### src/design/uart_ext_pkg.sv
// Purpose: shared constants of the modem, baud and network extension
// Assumes: word-indexed register map on a 32-bit bus
// Notes: field positions and codes used by more than one file
package uart_ext_pkg;
    // ==========================================
    // Register word indices
    localparam int AW = 3;
    localparam logic [AW-1:0] ADR_MODEM_CONTROL = 3'h0;
    localparam logic [AW-1:0] ADR_MODEM_STATUS = 3'h1;
    localparam logic [AW-1:0] ADR_FRAC_DIVIDER = 3'h2;
    localparam logic [AW-1:0] ADR_SCRATCH_STORE = 3'h3;
    localparam logic [AW-1:0] ADR_NODE_ADDRESS = 3'h4;
    localparam logic [AW-1:0] ADR_NETWORK_ENABLE = 3'h5;
    localparam logic [AW-1:0] ADR_NET_IRQ_IDENT = 3'h6;
    // ==========================================
    // Reset values
    localparam logic [7:0] RST_BYTE = 8'h00;
    localparam logic [15:0] RST_HALF = 16'h0000;
    // ==========================================
    // Modem control fields
    localparam int MC_DTR = 0;
    localparam int MC_RTS = 1;
    localparam int MC_AUX_OUTPUT_ONE = 2;
    localparam int MC_AUX_OUTPUT_TWO = 3;
    localparam int MC_LOOP = 4;
    localparam logic [7:0] MC_MASK = 8'h1F;
    // ==========================================
    // Modem status: flag i at bit i, level i at bit LVL_BASE+i
    // Line order: 0 CTS, 1 DSR, 2 RI, 3 DCD
    localparam int N_LINES = 4;
    localparam int LVL_BASE = 4;
    localparam int LN_RI = 2;
    // ==========================================
    // Fractional divider fields
    localparam int FD_EN = 15;
    localparam int FD_M_LO = 11;
    localparam int FD_N_HI = 10;
    localparam logic [15:0] FD_MASK = 16'h9FFF;
    localparam logic [2:0] FRAC_M_ZERO = 3'h4;
    localparam logic [13:0] FRAC_UNIT = 14'h0800;
    // ==========================================
    // Network enable fields
    localparam int NE_ADDRESS_SEND_SELECT = 0;
    localparam int NE_ADDRESS_IRQ_POLARITY = 1;
    localparam int NE_TX_DRIVER_ENABLE = 2;
    localparam int NE_NINE_BIT_DATA_SELECT = 3;
    localparam int NE_NETWORK_IRQ_ENABLE = 4;
    localparam int NE_NINE_BIT_RX_ENABLE = 5;
    localparam int NE_NINE_BIT_TX_ENABLE = 6;
    localparam int NE_NETWORK_MODE_ENABLE = 7;
    // ==========================================
    // Network interrupt identification, bits 3-1 code, bit 0 none
    localparam logic [3:0] IID_NONE = 4'h1;
    localparam logic [3:0] IID_MATCH = 4'hC;
    localparam logic [3:0] IID_ADDR_SENT = 4'hA;
endpackage

### src/design/frac_if.sv
// Purpose: link between register logic and fractional baud generator
// Assumes: single clock domain
// Notes: none
`timescale 1ns/1ps
interface frac_if;
    logic en;
    logic [1:0] m;
    logic [10:0] n;
    logic int_tick;
    logic tick;
    modport gen (input en, m, n, int_tick, output tick);
    modport ctl (output en, m, n, int_tick, input tick);
endinterface

### src/design/frac_gen.sv
// Purpose: divides the integer baud tick by M + N/2048
// Assumes: int_tick is one cycle wide, never two in a row needed
// Notes: bypass passes int_tick straight through, one cycle late
`timescale 1ns/1ps
module frac_gen import uart_ext_pkg::*; (
    input wire logic clk,   // core clock
    input wire logic rst_n, // async reset, low
    input wire logic ce,    // clock enable
    frac_if.gen fi          // settings and ticks
);
    logic [13:0] acc_q, acc_d, lim, sum;
    logic tick_q, tick_d;
    logic [2:0] m_eff;

    always_comb begin
        m_eff = (fi.m == 2'h0) ? FRAC_M_ZERO : {1'b0, fi.m};
        lim = {m_eff, 11'h000} + {3'h0, fi.n};
        sum = acc_q + FRAC_UNIT;
        acc_d = '0;
        tick_d = fi.int_tick;
        if (fi.en) begin
            tick_d = 1'b0;
            acc_d = acc_q;
            if (fi.int_tick) begin
                if (sum >= lim) begin
                    acc_d = sum - lim;
                    tick_d = 1'b1;
                end else begin
                    acc_d = sum;
                end
            end
        end
    end

    always_ff @(posedge clk or negedge rst_n) begin
        if (!rst_n) begin
            acc_q <= '0;
            tick_q <= 1'b0;
        end else if (ce) begin
            acc_q <= acc_d;
            tick_q <= tick_d;
        end
    end

    assign fi.tick = tick_q;
endmodule

### src/design/modem_line.sv
// Purpose: one modem status line with loopback and change flag
// Assumes: pin is active low and asynchronous
// Notes: flag bits already reported are cleared, later events kept
`timescale 1ns/1ps
module modem_line #(
    parameter bit FALL_ONLY = 1'b0
) (
    input wire logic clk,      // core clock
    input wire logic rst_n,    // async reset, low
    input wire logic ce,       // clock enable
    input wire logic pin_n,    // modem pin
    input wire logic loop_en,  // loopback on
    input wire logic loop_lvl, // looped level
    input wire logic clr,      // clear reported flag
    output logic lvl,          // line level, true sense
    output logic flag          // change flag
);
    logic s1_q, s2_q, lvl_q, lvl_d, flag_q, flag_d, chg;

    always_comb begin
        lvl_d = loop_en ? loop_lvl : ~s2_q;
        chg = FALL_ONLY ? (lvl_q & ~lvl_d) : (lvl_q ^ lvl_d);
        flag_d = (flag_q & ~clr) | chg;
    end

    always_ff @(posedge clk or negedge rst_n) begin
        if (!rst_n) begin
            s1_q <= 1'b1;
            s2_q <= 1'b1;
            lvl_q <= 1'b0;
            flag_q <= 1'b0;
        end else if (ce) begin
            s1_q <= pin_n;
            s2_q <= s1_q;
            lvl_q <= lvl_d;
            flag_q <= flag_d;
        end
    end

    assign lvl = lvl_q;
    assign flag = flag_q;
endmodule

### src/design/uart_modem_fracbaud_netaddr.sv
// Purpose: modem, fractional baud and network extension of a UART
// Assumes: base UART on the same clock supplies tick and frame strobes
// Notes: Avalon-MM slave, one wait cycle per access
//
// How it works
// - Loopback holds transmit pin high
// - Loopback feeds modem outputs to status inputs
// - RTS pin is inverse of its bit
// - DTR pin is inverse of its bit
// - Carrier change flag, cleared by status read
// - Ring trailing edge flag, cleared by read
// - Set ready change flag, cleared by read
// - Clear to send change flag, cleared by read
// - Bit 15 selects fractional baud generator
// - M field 12-11, zero means 4
// - Network mode only while enable bit 7
// - Network mode: no parity, marker instead
// - Scratch bit zero picks outgoing marker
// - Received address match sets network interrupt
// - Eight bit address, up to 256 nodes
// - Network registers act only in network mode
// - Bit 6 enables nine bit transmit
// - Bit 5 enables nine bit receive
// - Bit 3 selects nine bit data
// - Bit 2 drives pin, else three-state
// - Bit 4 enables network interrupts
// - Bit 0 sends slave address marker
// - Identification codes 110 match, 101 sent
//
// The implementer's own choices: the Avalon-MM interface to the registers and the register addresses.
`timescale 1ns/1ps
module uart_modem_fracbaud_netaddr import uart_ext_pkg::*; (
    input wire logic CLOCK,               // core clock
    input wire logic RSTN,                // async reset, low
    input wire logic CE,                  // clock enable
    input wire logic [AW-1:0] AVS_ADDRESS, // word index
    input wire logic AVS_READ,            // read request
    input wire logic AVS_WRITE,           // write request
    input wire logic [31:0] AVS_WRITEDATA, // write data
    input wire logic [3:0] AVS_BYTEENABLE, // byte lanes
    output logic [31:0] AVS_READDATA,     // read data
    output logic AVS_WAITREQUEST,         // stall
    input wire logic CTS_N,               // clear to send pin
    input wire logic DSR_N,               // data set ready pin
    input wire logic RING_INPUT_INVERTED, // ring pin, low active
    input wire logic DCD_N,               // carrier detect pin
    output logic RTS_N,                   // request to send pin
    output logic DTR_N,                   // terminal ready pin
    output logic AUX_OUTPUT_ONE_N,        // aux output one pin
    output logic AUX_OUTPUT_TWO_N,        // aux output two pin
    input wire logic TX_SERIAL,           // frame from transmitter
    output logic SERIAL_TX_PIN_O,         // transmit pin level
    output logic SERIAL_TX_PIN_OE,        // transmit pin enable
    input wire logic INT_BAUD_TICK,       // integer divider tick
    output logic BAUD_TICK,               // tick to base UART
    input wire logic RX_WORD_VALID,       // word received
    input wire logic RX_MARKER,           // received marker bit
    input wire logic [7:0] RX_WORD,       // received byte
    input wire logic RX_DATA_READ,        // software read rx data
    input wire logic TX_EMPTY,            // transmit buffer empty
    input wire logic TX_DATA_WRITE,       // software wrote tx data
    input wire logic IID0_READ,           // base ident read
    output logic TX_MARKER,               // marker to transmitter
    output logic PARITY_CHECK_EN,         // parity check allowed
    output logic NINE_BIT_TX_EN,          // nine bit transmit
    output logic NINE_BIT_RX_EN,          // nine bit receive
    output logic NINE_BIT_DATA_SEL,       // nine bit data word
    output logic LOOPBACK_ON,             // loopback to base UART
    output logic NET_IRQ                  // network interrupt
);
    // ==========================================
    // Bus and register state
    logic wait_q, wait_d;
    logic [31:0] rdata_q, rdata_d;
    logic [7:0] mctrl_q, mctrl_d;
    logic [15:0] fdiv_q, fdiv_d;
    logic [7:0] scr_q, scr_d;
    logic [7:0] adr_q, adr_d;
    logic [7:0] nen_q, nen_d;
    logic req, take, wr, rd;
    logic [7:0] be_lo;
    logic [N_LINES-1:0] lvl, flag, loop_lvl, ln_clr;
    logic [N_LINES-1:0] pin_n;
    logic [3:0] iid;
    logic net;

    assign req = (AVS_READ | AVS_WRITE) & CE;
    assign take = req & ~wait_q;
    assign wr = take & AVS_WRITE;
    assign rd = take & AVS_READ;
    assign be_lo = AVS_WRITEDATA[7:0];
    assign net = nen_q[NE_NETWORK_MODE_ENABLE];

    // ==========================================
    // Register file and bus answer
    always_comb begin
        wait_d = 1'b1;
        rdata_d = rdata_q;
        mctrl_d = mctrl_q;
        fdiv_d = fdiv_q;
        scr_d = scr_q;
        adr_d = adr_q;
        nen_d = nen_q;
        if (req && wait_q) begin
            // Data captured a cycle before the take so it is stable
            wait_d = 1'b0;
            rdata_d = '0;
            case (AVS_ADDRESS)
                ADR_MODEM_CONTROL: rdata_d[7:0] = mctrl_q;
                ADR_MODEM_STATUS: rdata_d[7:0] = {lvl, flag};
                ADR_FRAC_DIVIDER: rdata_d[15:0] = fdiv_q;
                ADR_SCRATCH_STORE: rdata_d[7:0] = scr_q;
                ADR_NODE_ADDRESS: rdata_d[7:0] = adr_q;
                ADR_NETWORK_ENABLE: rdata_d[7:0] = nen_q;
                ADR_NET_IRQ_IDENT: rdata_d[3:0] = iid;
                default: rdata_d = '0;
            endcase
        end
        if (wr && AVS_BYTEENABLE[0]) begin
            case (AVS_ADDRESS)
                ADR_MODEM_CONTROL: mctrl_d = be_lo & MC_MASK;
                ADR_FRAC_DIVIDER: fdiv_d[7:0] = be_lo;
                ADR_SCRATCH_STORE: scr_d = be_lo;
                ADR_NODE_ADDRESS: adr_d = be_lo;
                ADR_NETWORK_ENABLE: nen_d = be_lo;
                default: ;
            endcase
        end
        if (wr && AVS_BYTEENABLE[1] && AVS_ADDRESS == ADR_FRAC_DIVIDER) begin
            fdiv_d[15:8] = AVS_WRITEDATA[15:8] & FD_MASK[15:8];
        end
    end

    always_ff @(posedge CLOCK or negedge RSTN) begin
        if (!RSTN) begin
            wait_q <= 1'b1;
            rdata_q <= '0;
            mctrl_q <= RST_BYTE;
            fdiv_q <= RST_HALF;
            scr_q <= RST_BYTE;
            adr_q <= RST_BYTE;
            nen_q <= RST_BYTE;
        end else if (CE) begin
            wait_q <= wait_d;
            rdata_q <= rdata_d;
            mctrl_q <= mctrl_d;
            fdiv_q <= fdiv_d;
            scr_q <= scr_d;
            adr_q <= adr_d;
            nen_q <= nen_d;
        end
    end

    assign AVS_WAITREQUEST = wait_q;
    assign AVS_READDATA = rdata_q;

    // ==========================================
    // Modem status lines
    // loopback routing
    assign loop_lvl = {mctrl_q[MC_AUX_OUTPUT_TWO], mctrl_q[MC_AUX_OUTPUT_ONE],
                       mctrl_q[MC_DTR], mctrl_q[MC_RTS]};
    assign pin_n = {DCD_N, RING_INPUT_INVERTED, DSR_N, CTS_N};
    // Only flags shown in the answer clear, so no event is lost
    assign ln_clr = (rd && AVS_ADDRESS == ADR_MODEM_STATUS) ?
                    rdata_q[N_LINES-1:0] : '0;

    genvar gi;
    generate
        for (gi = 0; gi < N_LINES; gi++) begin : g_line
            modem_line #(
                .FALL_ONLY(gi == LN_RI)
            ) u_line (
                .clk(CLOCK),
                .rst_n(RSTN),
                .ce(CE),
                .pin_n(pin_n[gi]),
                .loop_en(mctrl_q[MC_LOOP]),
                .loop_lvl(loop_lvl[gi]),
                .clr(ln_clr[gi]),
                .lvl(lvl[gi]),
                .flag(flag[gi])
            );
        end
    endgenerate

    // ==========================================
    // Baud generator
    frac_if fb ();
    assign fb.en = fdiv_q[FD_EN];
    assign fb.m = fdiv_q[FD_M_LO+1:FD_M_LO];
    assign fb.n = fdiv_q[FD_N_HI:0];
    assign fb.int_tick = INT_BAUD_TICK;

    frac_gen u_frac (
        .clk(CLOCK),
        .rst_n(RSTN),
        .ce(CE),
        .fi(fb.gen)
    );
    assign BAUD_TICK = fb.tick;

    // ==========================================
    // Network events
    logic match_q, match_d, sent_q, sent_d;
    logic addr_tx_q, addr_tx_d, empty_q;
    logic match_ev, sent_ev, marker;

    assign marker = net & (scr_q[0] | nen_q[NE_ADDRESS_SEND_SELECT]);
    assign match_ev = RX_WORD_VALID & RX_MARKER & net & nen_q[NE_NINE_BIT_RX_ENABLE]
                      & (RX_WORD == adr_q);
    assign sent_ev = TX_EMPTY & ~empty_q & addr_tx_q & net;

    always_comb begin
        addr_tx_d = TX_DATA_WRITE ? marker : addr_tx_q;
        match_d = (match_q & ~RX_DATA_READ) | match_ev;
        sent_d = (sent_q & ~(TX_DATA_WRITE | IID0_READ)) | sent_ev;
        if (match_q) begin
            iid = IID_MATCH;
        end else if (sent_q) begin
            iid = IID_ADDR_SENT;
        end else begin
            iid = IID_NONE;
        end
    end

    always_ff @(posedge CLOCK or negedge RSTN) begin
        if (!RSTN) begin
            match_q <= 1'b0;
            sent_q <= 1'b0;
            addr_tx_q <= 1'b0;
            empty_q <= 1'b0;
        end else if (CE) begin
            match_q <= match_d;
            sent_q <= sent_d;
            addr_tx_q <= addr_tx_d;
            empty_q <= TX_EMPTY;
        end
    end

    // ==========================================
    // Registered pins and controls
    logic [12:0] out_q, out_d;

    always_comb begin
        out_d[0] = ~mctrl_q[MC_RTS];
        out_d[1] = ~mctrl_q[MC_DTR];
        out_d[2] = ~mctrl_q[MC_AUX_OUTPUT_ONE];
        out_d[3] = ~mctrl_q[MC_AUX_OUTPUT_TWO];
        out_d[4] = mctrl_q[MC_LOOP] | TX_SERIAL;
        out_d[5] = mctrl_q[MC_LOOP] | ~net | nen_q[NE_TX_DRIVER_ENABLE];
        out_d[6] = marker;
        out_d[7] = ~net;
        out_d[8] = net & nen_q[NE_NINE_BIT_TX_ENABLE];
        out_d[9] = net & nen_q[NE_NINE_BIT_RX_ENABLE];
        out_d[10] = net & nen_q[NE_NINE_BIT_DATA_SELECT];
        out_d[11] = mctrl_q[MC_LOOP];
        out_d[12] = net & nen_q[NE_NETWORK_IRQ_ENABLE] & (match_d | sent_d);
    end

    always_ff @(posedge CLOCK or negedge RSTN) begin
        if (!RSTN) begin
            // Marker bit low in reset, same as zero registers give
            out_q <= 13'h00BF;
        end else if (CE) begin
            out_q <= out_d;
        end
    end

    assign RTS_N = out_q[0];
    assign DTR_N = out_q[1];
    assign AUX_OUTPUT_ONE_N = out_q[2];
    assign AUX_OUTPUT_TWO_N = out_q[3];
    assign SERIAL_TX_PIN_O = out_q[4];
    assign SERIAL_TX_PIN_OE = out_q[5];
    assign TX_MARKER = out_q[6];
    assign PARITY_CHECK_EN = out_q[7];
    assign NINE_BIT_TX_EN = out_q[8];
    assign NINE_BIT_RX_EN = out_q[9];
    assign NINE_BIT_DATA_SEL = out_q[10];
    assign LOOPBACK_ON = out_q[11];
    assign NET_IRQ = out_q[12];
endmodule

### config.mk
export PLATFORM = sky130hd
export DESIGN_NAME = uart_modem_fracbaud_netaddr
export DESIGN_NICKNAME = d
export VERILOG_FILES = /design/src/design/uart_ext_pkg.sv /design/src/design/frac_if.sv /design/src/design/frac_gen.sv /design/src/design/modem_line.sv /design/src/design/uart_modem_fracbaud_netaddr.sv
export SDC_FILE = /design/constraint.sdc
export NUM_CORES = 1
export LEC_CHECK = 0
export ABC_AREA = 1
export BUFFER_PORTS_ARGS = -buffer_cell sky130_fd_sc_hd__buf_2
export CAP_MARGIN = 5
export CORE_MARGIN = 1.5
export CORE_UTILIZATION = 50
export DETAILED_ROUTE_END_ITERATION = 8
export PLACE_DENSITY = 0.77
export SYNTH_ARGS = -nofsm -noshare
export SYNTH_HDL_FRONTEND = slang
export SYNTH_SLANG_ARGS = --single-unit
### constraint.sdc
create_clock -name CLOCK -period 2.3 [get_ports CLOCK]
set_clock_uncertainty 0.2 [all_clocks]
set_input_delay 0.23 -clock CLOCK [delete_from_list [all_inputs] [get_ports CLOCK]]
set_output_delay 0.23 -clock CLOCK [all_outputs]
set_load 0.01 [all_outputs]
==> metrics.txt <==
Crit path required time=approximately 2.4 ns; CP max stage delay=just under 0.4 ns; clock buffer depth=2; Fillers=969; CP bufs+invs=4; Most Crowded Layer GR=met2; Hold Vio Cnt, Final=0; element type at the critical path end=flip-flop; crit-path leading delay family=adder cells; cells after synthesis=739; RSZ-0062 raised after global routing=yes; clock sinks=106; CP startpoint=u_frac.acc_q[11]; Final Wtd Congestion=~0.92; I/O Buffers=between 70 and 80; top_reg_cell synth=dfrtp_1; Reg2Reg Capture Point=u_frac.acc_q[2]; met2 Usage GRT=40.0%; RR Startpoint=u_frac.acc_q[11]; CP max-delay cell=dfrtp_1; post-DR wirelength/cell=roughly 14 um; Least-Margin Pin Slew=just under 0.6 ns; Iteration-0 DRC Markers=approximately 450; TNS Setup=-0.0615 ns; combinational family with the most area after synthesis=simple AND/OR/NAND/NOR gates; failing checks=setup timing; Rel. slew slack=between 60% and 70%; Finish-stage setup viols=5; Post-Synthesis Cell Area=5740 um^2; Skew-Pair Late Insertion Delay=0.35 ns; Layout area overhead=20.3%; # IOs=roughly 110; area of the multi-input gates=roughly 2500 um^2; Mapped Avg Cell Area=approximately 7.8 um^2; Stages on worst setup path=15; area of the core=~11,000 um^2; first-pass GRT wire length=22.7 mm; dpl hpwl=about 10 mm; maxcap violations=0; Final ANT Viol Nets=0; total number of vias=between 5,000 and 6,000; met3 Use GR=around 3.4%; CP endpoint=u_frac.acc_q[2]; post-synthesis adder-cell area fraction=around 3.6%; sequential share of the synthesized area=46.6%; ys async rst share=100%; maximum VDD drop=approximately 650 uV; share of cells above drive strength 1=18.8%; Yosys cell types=a little over 40; final worst path period share=101%; crit-path cells=ha_2 -> xnor2_2 -> inv_2 -> ha_4 -> nand2_4 -> inv_4 -> nand2_2 -> nand2_2 -> inv_1 -> nand2_2 -> nor2_4 -> a21boi_4 -> clkbuf_16 -> nand2_1 -> nand2_1; Synth Area in XOR/XNOR=roughly 2.1%; Ys Warns=0; Post-synth EDFFs=0; die width=110 um; largest net degree at the start of global routing=50; die footprint=about 12,000 um^2; Final Critical Period=~2.3 ns; Vias per Instance=~5.2; gr ovfl total=0; Root Buffer=clkbuf_16; initial antenna violation count=0; nets=~930; status=finished with violations; Max Slew Vio Count=0; total CTS buffers=9; setup slack after layout=-0.0202 ns; Power Dens Cells=just under 1000 nW/um^2; cell row count=38; reg2reg path depth=15; Achievable Freq=roughly 430 MHz; total wire length=14.3 mm; ant diodes=0; met1 GRT Util=around a third; Clock transition at path regs=approximately 0.07 ns; Seq. cell area=between 2000 and 3000 um^2; # DRC=0; Worst R2R Setup Slack=-0.02 ns; Yosys reg bits=106; vias in the first global route=4,775; CP Class=flip-flop to flip-flop; CTS tree=yes; static leakage=~3.6 nW; CP max FO=5; H-tree Lvls=3; pre-CTS setup slack=-0.127 ns; Data arrival, critical path=2.41 ns; Simple-Gate Fraction of Synth Area=between 20% and 30%; Die H=~110 um; first-pass iteration count of the detailed router=5; GRT Overall Usage=about 25%; post-synthesis compound-gate area fraction=13.0%; Initial Util=52.0%; post-synthesis mux area share=0%; Hold WC Path Type=input port to flip-flop; Worst setup SP type=flip-flop; crit-path most repeated cell=nand2_2
metrics by stage:
stage	cells	hold slack (ns)	util, %	instance area (um^2)	power [mW]
5_1_grt	991	0.0635	62.5	6900	7.31
3_5_place_dp	948	0.0537	56.9	6270	5.05
6_report	991	0.00497	62.5	6900	6.84
3_3_place_gp	948	0.0487	56.9	6270	4.99
2_1_floorplan	756	-0.266	-	5800	4.31
4_1_cts	988	0.0130	61.8	6820	6.66
power breakdown:
group          switching (mW)  internal (mW)
sequential              0.228           2.22
combinational            1.72           1.19
clock                   0.731          0.749
flip-flops by register name (all words and copies together) (netlist names), 5 cells and up:
signal        cells
AVS_READDATA     14
out_q            13
u_frac.acc_q     14
mctrl_q           5
adr_q             8
nen_q             8
scr_q             8
fdiv_q           14
per-layer routing:
| metal | vias up | wire [um] |
|---|---|---|
| li1 | 2522 | - |
| met1 | 2426 | 6650 |
| met2 | 166 | 6550 |
| met3 | 28 | 707 |
| met4 | 0 | 364 |
| met5 | - | 0 |
cell type report:
class | count | area share, %
clock buffers | 10 | 3.32
clock inverters | 6 | 0.707
flip-flops and latches | 106 | 38.7
inverters | 113 | 6.18
repair buffers | 115 | 11.6
well taps | 140 | 2.54
multi-input cells | 501 | 36.9
cells in the mapped netlist (all sizes together) (8+ instances only):
master | instances | area share (%)
inv | 111 | 7.3
nand4 | 8 | 0.87
nor2 | 42 | 3.2
o21ai | 91 | 7.9
a21oi | 18 | 1.6
dfrtp | 90 | 39
clkbuf | 13 | 0.85
ha | 15 | 3.3
nand3 | 36 | 3.4
xnor2 | 8 | 1.2
dfstp | 16 | 7.3
nand2 | 229 | 15
buf | 23 | 3.0
how the worst min path moves through the flow:
stage          cells past startpoint         endpoint  slack, ns              from
5_1_grt                            3        fdiv_q[6]       0.06  AVS_WRITEDATA[6]
3_5_place_dp                       1         out_q[9]       0.05              RSTN
3_3_place_gp                       1         out_q[9]       0.05              RSTN
4_1_cts                            3        fdiv_q[6]       0.01  AVS_WRITEDATA[6]
6_report                           3        fdiv_q[6]      0.005  AVS_WRITEDATA[6]
2_1_floorplan                      0  AVS_READDATA[0]      -0.27              RSTN
cells by family after synthesis:
| family | count (synthesis) |
|---|---|
| buffers and inverters | 149 |
| other | 1 |
| AOI/OAI and AO/OA | 133 |
| xor gates and xnor gates | 14 |
| DFF | 106 |
| adders and majority gates | 16 |
| and+or+nand+nor | 320 |
worst register-to-register path, stage by stage (launching register included):
cell and delay, ns:
dfrtp_1 0.39, ha_2 0.19, xnor2_2 0.19, inv_2 0.07, ha_4 0.29, nand2_4 0.07
inv_4 0.07, nand2_2 0.05, nand2_2 0.07, inv_1 0.06, nand2_2 0.07, nor2_4 0.04
a21boi_4 0.21, clkbuf_16 0.18, nand2_1 0.05, nand2_1 0.06
placed cells by master (no fill, tap or decap), drive strengths merged, types with 6 or more instances in the layout:
| master | synthesis | final |
|---|---|---|
| nor2 | 42 | 42 |
| conb | 1 | 18 |
| inv | 111 | 114 |
| buf | 23 | 91 |
| nand2 | 229 | 229 |
| clkbuf | 13 | 11 |
| a21oi | 18 | 18 |
| o21ai | 91 | 91 |
| ha | 15 | 15 |
| xnor2 | 8 | 8 |
| dfrtp | 90 | 90 |
| dfstp | 16 | 16 |
| nand4 | 8 | 8 |
| xor2 | 6 | 6 |
| nand3 | 36 | 36 |
| dlygate4sd3 | 0 | 23 |
| o31ai | 6 | 6 |
what timing repair did:
item	CTS	global route
endpoints found under the setup margin	15	15
hold buffers	23	0
gates resized for setup	5	11
pin swaps	3	9
hold endpoints to repair	47	0
gates cloned	0	1
buffers inserted	1	2
Note: power is estimated with default switching activity, not from simulation.
